### config.mk
export PLATFORM = sky130hd
export DESIGN_NAME = sbad_decoder
export DESIGN_NICKNAME = d
export VERILOG_FILES = /design/src/hdl/sbad_sync.v /design/src/hdl/sbad_decoder.v
export VERILOG_INCLUDE_DIRS = /design/src /design/src/hdl
export SDC_FILE = /design/constraint.sdc
export NUM_CORES = 1
export LEC_CHECK = 0
export ABC_AREA = 1
export BUFFER_PORTS_ARGS = -buffer_cell sky130_fd_sc_hd__buf_2
export CAP_MARGIN = 20
export CELL_PAD_IN_SITES_DETAIL_PLACEMENT = 2
export CELL_PAD_IN_SITES_GLOBAL_PLACEMENT = 2
export CORE_MARGIN = 2
export CORE_UTILIZATION = 25
export CTS_BUF_LIST = sky130_fd_sc_hd__clkbuf_4
export DETAILED_ROUTE_END_ITERATION = 7
export GPL_TIMING_DRIVEN = 0
export PLACE_DENSITY = 0.75
export SLEW_MARGIN = 20
export SYNTH_ARGS = -nofsm -noshare
export SYNTH_HDL_FRONTEND = slang
export SYNTH_SLANG_ARGS = --single-unit
### constraint.sdc
create_clock -name mclk -period 1.2 [get_ports mclk]
set_clock_uncertainty 0.15 [all_clocks]
set_input_delay 0.12 -clock mclk [delete_from_list [all_inputs] [get_ports mclk]]
set_output_delay 0.12 -clock mclk [all_outputs]
set_load 0.01 [all_outputs]
### src/hdl/sbad_defs.vh
/*
  Constants for the station number and bit-rate decoder: field widths,
  source selects, bit-rate codes and reset values.
  Assumes inclusion by its bare name from the decoder files.
*/
`ifndef SBAD_DEFS_VH
`define SBAD_DEFS_VH

// Station number limits
`define SBAD_STN_W        7
`define SBAD_STN_MIN      7'h01
`define SBAD_STN_MAX      7'h3F

// Switch field layout: [9:7] rate select, [6:0] address, switch 1 = MSB
`define SBAD_SW_W         10
`define SBAD_SW_RATE_HI   9
`define SBAD_SW_RATE_LO   7
`define SBAD_SW_ADR_HI    6
`define SBAD_SW_ADR_LO    0

// Uniform bit-rate code on the CAN side
`define SBAD_RATE_W       3
`define SBAD_RATE_20K     3'h0
`define SBAD_RATE_50K     3'h1
`define SBAD_RATE_100K    3'h2
`define SBAD_RATE_125K    3'h3
`define SBAD_RATE_250K    3'h4
`define SBAD_RATE_500K    3'h5
`define SBAD_RATE_800K    3'h6
`define SBAD_RATE_1M      3'h7

// Drive parameter digit width (one BCD digit) and its highest legal code
`define SBAD_DIGIT_W      4
`define SBAD_DRV_CODE_MAX 4'h6

// Servo parameter default code
`define SBAD_SERVO_DEF    3'h5

// Configuration source selects
`define SBAD_SRC_W        2
`define SBAD_SRC_PLC      2'h0
`define SBAD_SRC_DRIVE    2'h1
`define SBAD_SRC_SWITCH   2'h2
`define SBAD_SRC_SERVO    2'h3

`endif

### src/hdl/sbad_sync.v
/*
  Two-stage synchroniser for a bundle of slow pin levels.
  Assumes inputs come from switches outside the mclk domain.
*/
`timescale 1ns/1ps
`default_nettype none

module sbad_sync #(
  parameter W = 10
) (
  // Clock and reset
  input  wire         mclk,
  input  wire         reset_n,
  // Levels
  input  wire [W-1:0] async_in,
  output wire [W-1:0] sync_out
);

  reg [W-1:0] meta_reg;
  reg [W-1:0] sync_reg;

  // First stage feeds only the second
  always @(posedge mclk)
  begin
    if (!reset_n)
    begin
      meta_reg <= {W{1'b0}};
      sync_reg <= {W{1'b0}};
    end
    else
    begin
      meta_reg <= async_in;
      sync_reg <= meta_reg;
    end
  end

  assign sync_out = sync_reg;

endmodule // sbad_sync

`default_nettype wire

### src/hdl/sbad_decoder.v
/*
  Station number and CAN bit-rate decoder for a fieldbus station.
  Picks one of four configuration sources (PLC software settings, drive
  decimal parameters, card switch field, servo parameters), validates the
  station number and presents a uniform rate code and address to the CAN
  controller. Assumes parameters arrive from same-clock logic and switches
  arrive as raw pins.
*/
`timescale 1ns/1ps
`default_nettype none
`include "sbad_defs.vh"

// Summary of operation
// - Station number zero is never accepted and never used on the bus.
// - A station that sees its number taken by an earlier one goes silent.
// - PLC software settings load only on restart or program download.
// - The drive's thousands digit codes 0 to 6 pick 20k to 1000k.
// - A drive station number change applies at once; out of range fails.
// - The drive decode never yields the 800k rate.
// - The card reads a 10-bit switch field: 3 rate bits, 7 address bits.
// - Switch ON reads as one, and switch changes apply without restart.
// - Rate switches 000 to 111 pick 20k,50k,100k,125k,250k,500k,800k,1M.
// - Address switch one is the MSB and switch seven the LSB.
// - Switch addresses 0 and 64 to 127 are reserved and disable the card.
// - Servo rate codes 0 to 7 map to the eight rates, default code 5.
// - A servo without 800k runs 1000k on code 6; servo rates apply now.
module sbad_decoder (
  // Clock and reset
  input  wire                      mclk,
  input  wire                      reset_n,
  // Source selection
  input  wire [`SBAD_SRC_W-1:0]    config_source,
  input  wire                      servo_no_800k,
  // PLC local slave software settings
  input  wire [`SBAD_STN_W-1:0]    plc_station_number,
  input  wire [`SBAD_RATE_W-1:0]   plc_bit_rate,
  input  wire                      plc_restart,
  input  wire                      plc_download,
  // Drive parameters (station number binary, rate as thousands digit)
  input  wire [`SBAD_STN_W-1:0]    drive_station_number_param,
  input  wire [`SBAD_DIGIT_W-1:0]  drive_bit_rate_param,
  // Card switch field, raw pins
  input  wire [`SBAD_SW_W-1:0]     switch_field,
  // Servo parameters
  input  wire [`SBAD_STN_W-1:0]    servo_station_number_param,
  input  wire [`SBAD_RATE_W-1:0]   servo_bit_rate_param,
  input  wire                      servo_rate_written,
  // CAN controller status
  input  wire                      duplicate_detected,
  // CAN controller configuration
  output reg  [`SBAD_STN_W-1:0]    node_address,
  output reg  [`SBAD_RATE_W-1:0]   bit_rate_code,
  output reg                       address_valid,
  output reg                       rate_valid,
  output wire                      can_enable,
  output reg                       duplicate_lockout
);

  wire [`SBAD_SW_W-1:0]   sw_sync;
  reg  [`SBAD_STN_W-1:0]  plc_stn_reg;
  reg  [`SBAD_RATE_W-1:0] plc_rate_reg;
  reg  [`SBAD_RATE_W-1:0] servo_rate_reg;
  reg  [`SBAD_STN_W-1:0]  stn_next;
  reg  [`SBAD_RATE_W-1:0] rate_next;
  reg                     rate_ok_next;
  wire [`SBAD_STN_W-1:0]  sw_adr;
  wire [`SBAD_RATE_W-1:0] sw_rate;
  wire                    stn_ok;

  // Switches are mechanical and asynchronous to mclk
  sbad_sync #(
    .W (`SBAD_SW_W)
  ) u_sw_sync (
    .mclk     (mclk),
    .reset_n  (reset_n),
    .async_in (switch_field),
    .sync_out (sw_sync)
  );

  // ON reads one; the field is taken as live, no restart needed
  assign sw_rate = sw_sync[`SBAD_SW_RATE_HI:`SBAD_SW_RATE_LO];
  assign sw_adr  = sw_sync[`SBAD_SW_ADR_HI:`SBAD_SW_ADR_LO];

  // PLC settings are staged; only restart or download commits them
  always @(posedge mclk)
  begin
    if (!reset_n)
    begin
      plc_stn_reg  <= {`SBAD_STN_W{1'b0}};
      plc_rate_reg <= `SBAD_SERVO_DEF;
    end
    else if (plc_restart || plc_download)
    begin
      plc_stn_reg  <= plc_station_number;
      plc_rate_reg <= plc_bit_rate;
    end
  end

  // Servo rate parameter holds its default code until first written
  always @(posedge mclk)
  begin
    if (!reset_n)
      servo_rate_reg <= `SBAD_SERVO_DEF;
    else if (servo_rate_written)
      servo_rate_reg <= servo_bit_rate_param;
  end

  // Source mux and per-source rate mapping
  always @*
  begin
    stn_next     = {`SBAD_STN_W{1'b0}};
    rate_next    = `SBAD_RATE_20K;
    rate_ok_next = 1'b1;
    case (config_source)
      `SBAD_SRC_PLC:
      begin
        stn_next  = plc_stn_reg;
        rate_next = plc_rate_reg;
      end
      `SBAD_SRC_DRIVE:
      begin
        stn_next = drive_station_number_param;
        // Digit 6 is 1000k; 800k cannot be reached here
        if (drive_bit_rate_param == `SBAD_DRV_CODE_MAX)
          rate_next = `SBAD_RATE_1M;
        else if (drive_bit_rate_param < `SBAD_DRV_CODE_MAX)
          rate_next = drive_bit_rate_param[`SBAD_RATE_W-1:0];
        else
          rate_ok_next = 1'b0;
      end
      `SBAD_SRC_SWITCH:
      begin
        stn_next  = sw_adr;
        rate_next = sw_rate;
      end
      `SBAD_SRC_SERVO:
      begin
        stn_next = servo_station_number_param;
        if (servo_no_800k && servo_rate_reg == `SBAD_RATE_800K)
          rate_next = `SBAD_RATE_1M;
        else
          rate_next = servo_rate_reg;
      end
      default:
      begin
        stn_next     = {`SBAD_STN_W{1'b0}};
        rate_ok_next = 1'b0;
      end
    endcase
  end

  // Zero and 64..127 are reserved for every source
  assign stn_ok = (stn_next >= `SBAD_STN_MIN) &&
                  (stn_next <= `SBAD_STN_MAX);

  // Registered outputs; a bad number forces address zero off the bus
  always @(posedge mclk)
  begin
    if (!reset_n)
    begin
      node_address  <= {`SBAD_STN_W{1'b0}};
      bit_rate_code <= `SBAD_RATE_20K;
      address_valid <= 1'b0;
      rate_valid    <= 1'b0;
    end
    else
    begin
      node_address  <= stn_ok ? stn_next : {`SBAD_STN_W{1'b0}};
      bit_rate_code <= rate_next;
      address_valid <= stn_ok;
      rate_valid    <= rate_ok_next;
    end
  end

  // Once a clash is seen we stay off until reset, a restart or download,
  // or a change of station number; re-joining on our own would clash again
  always @(posedge mclk)
  begin
    if (!reset_n)
      duplicate_lockout <= 1'b0;
    else if (duplicate_detected)
      duplicate_lockout <= 1'b1;
    else if (plc_restart || plc_download ||
             node_address != stn_next)
      duplicate_lockout <= 1'b0;
  end

  // Controller runs only with a legal number, legal rate and no clash
  assign can_enable = address_valid && rate_valid &&
                      !duplicate_lockout;

endmodule // sbad_decoder

`default_nettype wire

# Yosys cells after proc, flatten, opt, wreduce, memory -nomap -nowiden
# Cells that the tools add are included.
dict set report op_classes {
  addsub 0
  n_mul 0
  n_div 0
  order_cmp 3
  n_eq_ne 6
  n_shift 0
  muxes 10
  bitwise_logic 0
  n_reduce_logical 10
}
# op n
set op_table {}
lappend op_table {{$pmux 7 s4} 1}
lappend op_table {{$pmux 3 s4} 1}
lappend op_table {{$mux 3} 3}
lappend op_table {{$ge 7x1->1 const B} 1}
lappend op_table {{$le 7x6->1 const B} 1}
lappend op_table {{$ne 7x7->1} 1}
lappend op_table {{$mux 1} 5}
lappend op_table {{$eq 2x2->1 const B} 2}
lappend op_table {{$eq 4x3->1 const B} 1}
lappend op_table {{$logic_and 1x1->1} 4}
lappend op_table {{$lt 4x3->1 const B} 1}
lappend op_table {{$eq 3x3->1 const B} 1}
lappend op_table {{$eq 2x1->1 const B} 1}
lappend op_table {{$logic_not 2->1} 1}
lappend op_table {{$logic_or 1x1->1} 2}
lappend op_table {{$reduce_and 2->1} 1}
lappend op_table {{$reduce_bool 2->1} 1}
lappend op_table {{$logic_not 1->1} 1}
dict set report totals {
  reg_bits 46
  latch_bits 0
  ramBits 0
  rom_bits 0
  inputBits 50
  n_memories 0
}

# Depth between registers and ports, before layout
dict set report depth {
  ltp_word 6
  ltp_mapped 13
  depth_no_buf 12
}

# Hierarchy
# Synthesis repeated with hierarchy kept, for this count alone.
dict set report unflattened {
  hier_cells 288
  hier_area_um2 2065.7
}
# module n_inst cells_each area_per_inst_um2
set modules_own_cells {}
lappend modules_own_cells {sbad_decoder 1 226 1492.7}
lappend modules_own_cells {sbad_sync 1 62 573.0}

# Worst setup path before layout
# No wires, ideal clock.
dict set report synth_timing {
  kind {input to register}
  start {input config_source[1]}
  end {register node_address[0]}
  setup_ns 0.115
  t_arrival_ns 1.064
  required_time_ns 0.935
  setup_slack_ns -0.129
  stages 10
  path_buffers 2
  path_cell_list {buf_6 -> nor2_2 -> buf_4 -> nand2_1 -> nand2_1 -> nand2_1 -> nor3_1 -> nand3_1 -> nand3_2 -> nor2_1}
}
dict set report synth_via {
  elab_chain_cells 5
}
# item line_no
set synth_lines {}
lappend synth_lines {{from (decl)} sbad_decoder.v:32} ;# input wire [`SBAD_SRC_W-1:0] config_source,
lappend synth_lines {{$eq 2x2->1 (tied with other cells)} sbad_decoder.v:114} ;# case (config_source)
lappend synth_lines {{$pmux 7 s4 *} sbad_decoder.v:114}
lappend synth_lines {{$ge 7x1->1 (no source line) or $le 7x6->1 (tied branches)} n/a}
lappend synth_lines {{$logic_and 1x1->1} sbad_decoder.v:153} ;# assign stn_ok = (stn_next >= `SBAD_STN_MIN) &&
lappend synth_lines {{$reduce_and 2->1 (no source line)} n/a}
lappend synth_lines {{to (signal assigned)} sbad_decoder.v:161} ;# node_address <= {`SBAD_STN_W{1'b0}};
lappend synth_lines {{to (signal assigned)} sbad_decoder.v:168} ;# node_address <= stn_ok ? stn_next : {`SBAD_STN_W{1'b0}};
lappend synth_lines {{to (decl)} sbad_decoder.v:51} ;# output reg [`SBAD_STN_W-1:0] node_address,
# Every way passes the cells marked *; elsewhere a longest branch is shown, timed or not.
# A chain may end at the register's enable or synchronous reset.

# Worst setup path after layout
dict set report layout_timing {
  start {register u_sw_sync.sync_reg[3], in the netlist u_sw_sync.sync_out[3]}
  end {register node_address[1]}
}
dict set report layout_via {
  elab_chain_cells 4
}
# item line_no
set layout_lines {}
lappend layout_lines {{from (decl)} sbad_sync.v:20} ;# reg [W-1:0] sync_reg;
lappend layout_lines {{from (signal assigned)} sbad_sync.v:28} ;# sync_reg <= {W{1'b0}};
lappend layout_lines {{from (signal assigned)} sbad_sync.v:33} ;# sync_reg <= meta_reg;
lappend layout_lines {{$pmux 7 s4 *} sbad_decoder.v:114}
lappend layout_lines {{$ge 7x1->1 (no source line) or $le 7x6->1 (tied branches)} n/a}
lappend layout_lines {{$logic_and 1x1->1 *} sbad_decoder.v:153}
lappend layout_lines {{$reduce_and 2->1 (no source line) *} n/a}
# Marks and branches as above.

==> results.json <==
{
  "drc": 0,
  "die_area_mm2": 0.008808,
  "cp-start-kind": "flop",
  "switching_share": 0.3153,
  "diodes": 0,
  "clk_latency_ns": 0.38,
  "crit_start": "u_sw_sync.sync_out[3]",
  "p_clk_frac": 0.270,
  "synth_simple_gate_area_frac": 0.3094,
  "synth_area_leader_cell": "dfxtp_1",
  "irDropWorstVdd_uv": 504.2,
  "grt_pass1_wl_mm": 11.79,
  "pwr-share-comb": 0.202,
  "cp_max_fo": 7,
  "post-dp-hpwl_mm": 5.182,
  "ys_seq_area_frac": 0.4563,
  "grt_pass1_vias": 2381,
  "cts_root_buf": "clkbuf_4",
  "synthArstFlopShare": 0,
  "netlist_top_cells_count": "80 x nand2_1, 52 x inv_1, 46 x dfxtp_1, 28 x nand3_1, 28 x nor2_1",
  "die_h_um": 93.85,
  "whs_ns": -0.02091,
  "place_inst": 458,
  "power_leakage_uw": 0.001542,
  "netlist_instances": 295,
  "synth_area_leaders": "dfxtp_1 46%, nand2_1 15%, inv_1 9.7%",
  "power_switching_uw": 998.4,
  "synth_xor_area_frac": 0,
  "hold_start": "plc_download",
  "synth_seq_cells": 46,
  "clk_path_buf_depth": 2,
  "syn_area_mm2": 0.002018,
  "setup_slack_ns": -0.2258,
  "rsz0062_at_grt": "yes",
  "worstSetupPathType": "reg -> reg",
  "drive_above_1_share": 0.3089,
  "p_int_uw": 2168,
  "antenna_found_initial": 0,
  "final_nets": 444,
  "drt-initial-drc-count": 30,
  "cap_violations": 0,
  "wire_per_inst_um": 14.08,
  "cts_buffers": 5,
  "muxShareOfSynthArea": 0,
  "fin_cells": 497,
  "initial_core_util": 0.2598,
  "place_congestion": 0.8034,
  "cp_data_arrival_time_ns": 1.58,
  "num_vias": 2126,
  "post-route-period-util": 1.188,
  "synthDominantCellAreaShare": 0.4563,
  "hold_class": "in -> reg",
  "yosysMostFrequentCell": "nand2_1",
  "die_w_um": 93.85,
  "vias_per_cell": 4.278,
  "ys_types": 24,
  "report.final.setup_viol": 10,
  "utilization": 0.3806,
  "synth_nets": 345,
  "status": "finished, violations left",
  "port_buffers": 61,
  "h-tree-depth": 2,
  "fin_crit_ns": 1.426,
  "cts_tree": "yes",
  "cts_num_sinks": 46,
  "pre_cts_ws_ns": -0.5715,
  "ys_warn_count": 0,
  "final_hold_viol_count": 1,
  "firstDrtPassIters": 3,
  "syn_to_final_growth_pct": 46.50,
  "n_fill_cell": 967,
  "overflow": 0,
  "critPathCaptureType": "flop",
  "postRouteAntennaNets": 0,
  "power_density_mw_per_mm2": 1071,
  "slew_violations": 0,
  "wl_mm": 6.996,
  "io_pins": 64,
  "power_frac_seq": 0.528,
  "synth-compound-area-share": 0.09485,
  "core_mm2": 0.007767,
  "fmax_ghz": 0.7014,
  "synth-edff-count": 0,
  "violations": "hold timing, setup timing",
  "grt_max_degree": 18,
  "clk_pin_slew_ns": 0.16,
  "synth-main-ff-cell": "dfxtp_1",
  "syn_avg_cell_area_um2": 6.841,
  "cp.required_ns": 1.35,
  "synth_top_family_by_area": "simple AND/OR/NAND/NOR gates",
  "track_usage": 0.1744,
  "rows": 32,
  "synth-adder-area-share": 0,
  "timing.rr.start": "u_sw_sync.sync_out[3]"
}
per-layer routing:
metal | track usage | share of wire
met1 | 0.2045 | 0.44
met2 | 0.3256 | 0.52
met3 | 0.02809 | 0.029
met4 | 0.04710 | 0.012
met5 | 0 | 0
cell families after synthesis:
family,count (synthesis)
other,1
AO/OA/AOI/OAI,35
flip-flops,46
AND/OR/NAND/NOR,147
buffers and inverters,66
cells in the final DEF, fill, tap and decap left out, drive strengths merged:
cell type,synthesis,layout
nand2,81,81
buf,5,68
inv,55,58
dfxtp,46,46
nand3,31,31
nor2,31,31
dlygate4sd3,0,29
o21ai,18,18
a21oi,10,10
clkbuf,5,10
a31oi,4,4
nand4,2,2
o21bai,2,2
clkinv,1,1
nor3,1,1
a21boi,1,1
or2,1,1
conb,1,1
path summary, 6_finish.rpt:
kind              slack (ns)  cells past startpoint               endpoint
setup / recovery       -0.23                      8        node_address[1]
hold / removal         -0.02                      4         plc_stn_reg[1]
setup reg to reg       -0.23                      8        node_address[1]
hold reg to reg         0.28                      2  u_sw_sync.sync_out[0]
power groups by stage:
stage	Sequential [uW]	Combinational (uW)	Clock (uW)
floorplan	1700	292	0
global placement	1700	502	0
detailed placement	1700	519	0
CTS	1670	625	886
finish	1670	641	855
global route	1680	732	935
final cells by class:
cell class | instances | area, um^2 | area share
inverters | 56 | 211.5 | 0.07152
plain buffers | 10 | 83.83 | 0.02835
well taps | 102 | 127.6 | 0.04317
clock inverters | 3 | 26.28 | 0.008887
repair buffers | 92 | 616.8 | 0.2086
flip-flops and latches | 46 | 933.4 | 0.3157
clock buffers | 5 | 37.54 | 0.01270
multi-input cells | 183 | 919.6 | 0.3110
stage by stage:
| stage | TNS (ns) | cell area (um^2) | power (uW) |
|---|---|---|---|
| floorplan | -0.8833 | 2043 | 1992 |
| finish | -1.788 | 2957 | 3167 |
| global placement | -8.544 | 2476 | 2198 |
| CTS | -1.998 | 2905 | 3182 |
| detailed placement | -8.395 | 2476 | 2219 |
| global route | -2.930 | 2957 | 3351 |
critical path: stages, from the launching register on:
cell     delay, ns
dfxtp_1       0.34
nand3_1       0.10
nand3_1       0.11
nand2_1       0.11
nand2_1       0.07
nor3_2        0.17
nand3_2       0.11
nand3_4       0.14
nor2_1        0.05
timing repair:
action / 4_1_cts / 5_1_grt
hold buffers: 29 / 0
hold endpoints to repair: 26 / 0
cloned: 0 / 0
resized for setup: 19 / 20
setup buffers: 2 / 0
pin swaps: 8 / 6
setup endpoints to repair: 15 / 20
Note: power is estimated with default switching activity, not from simulation.
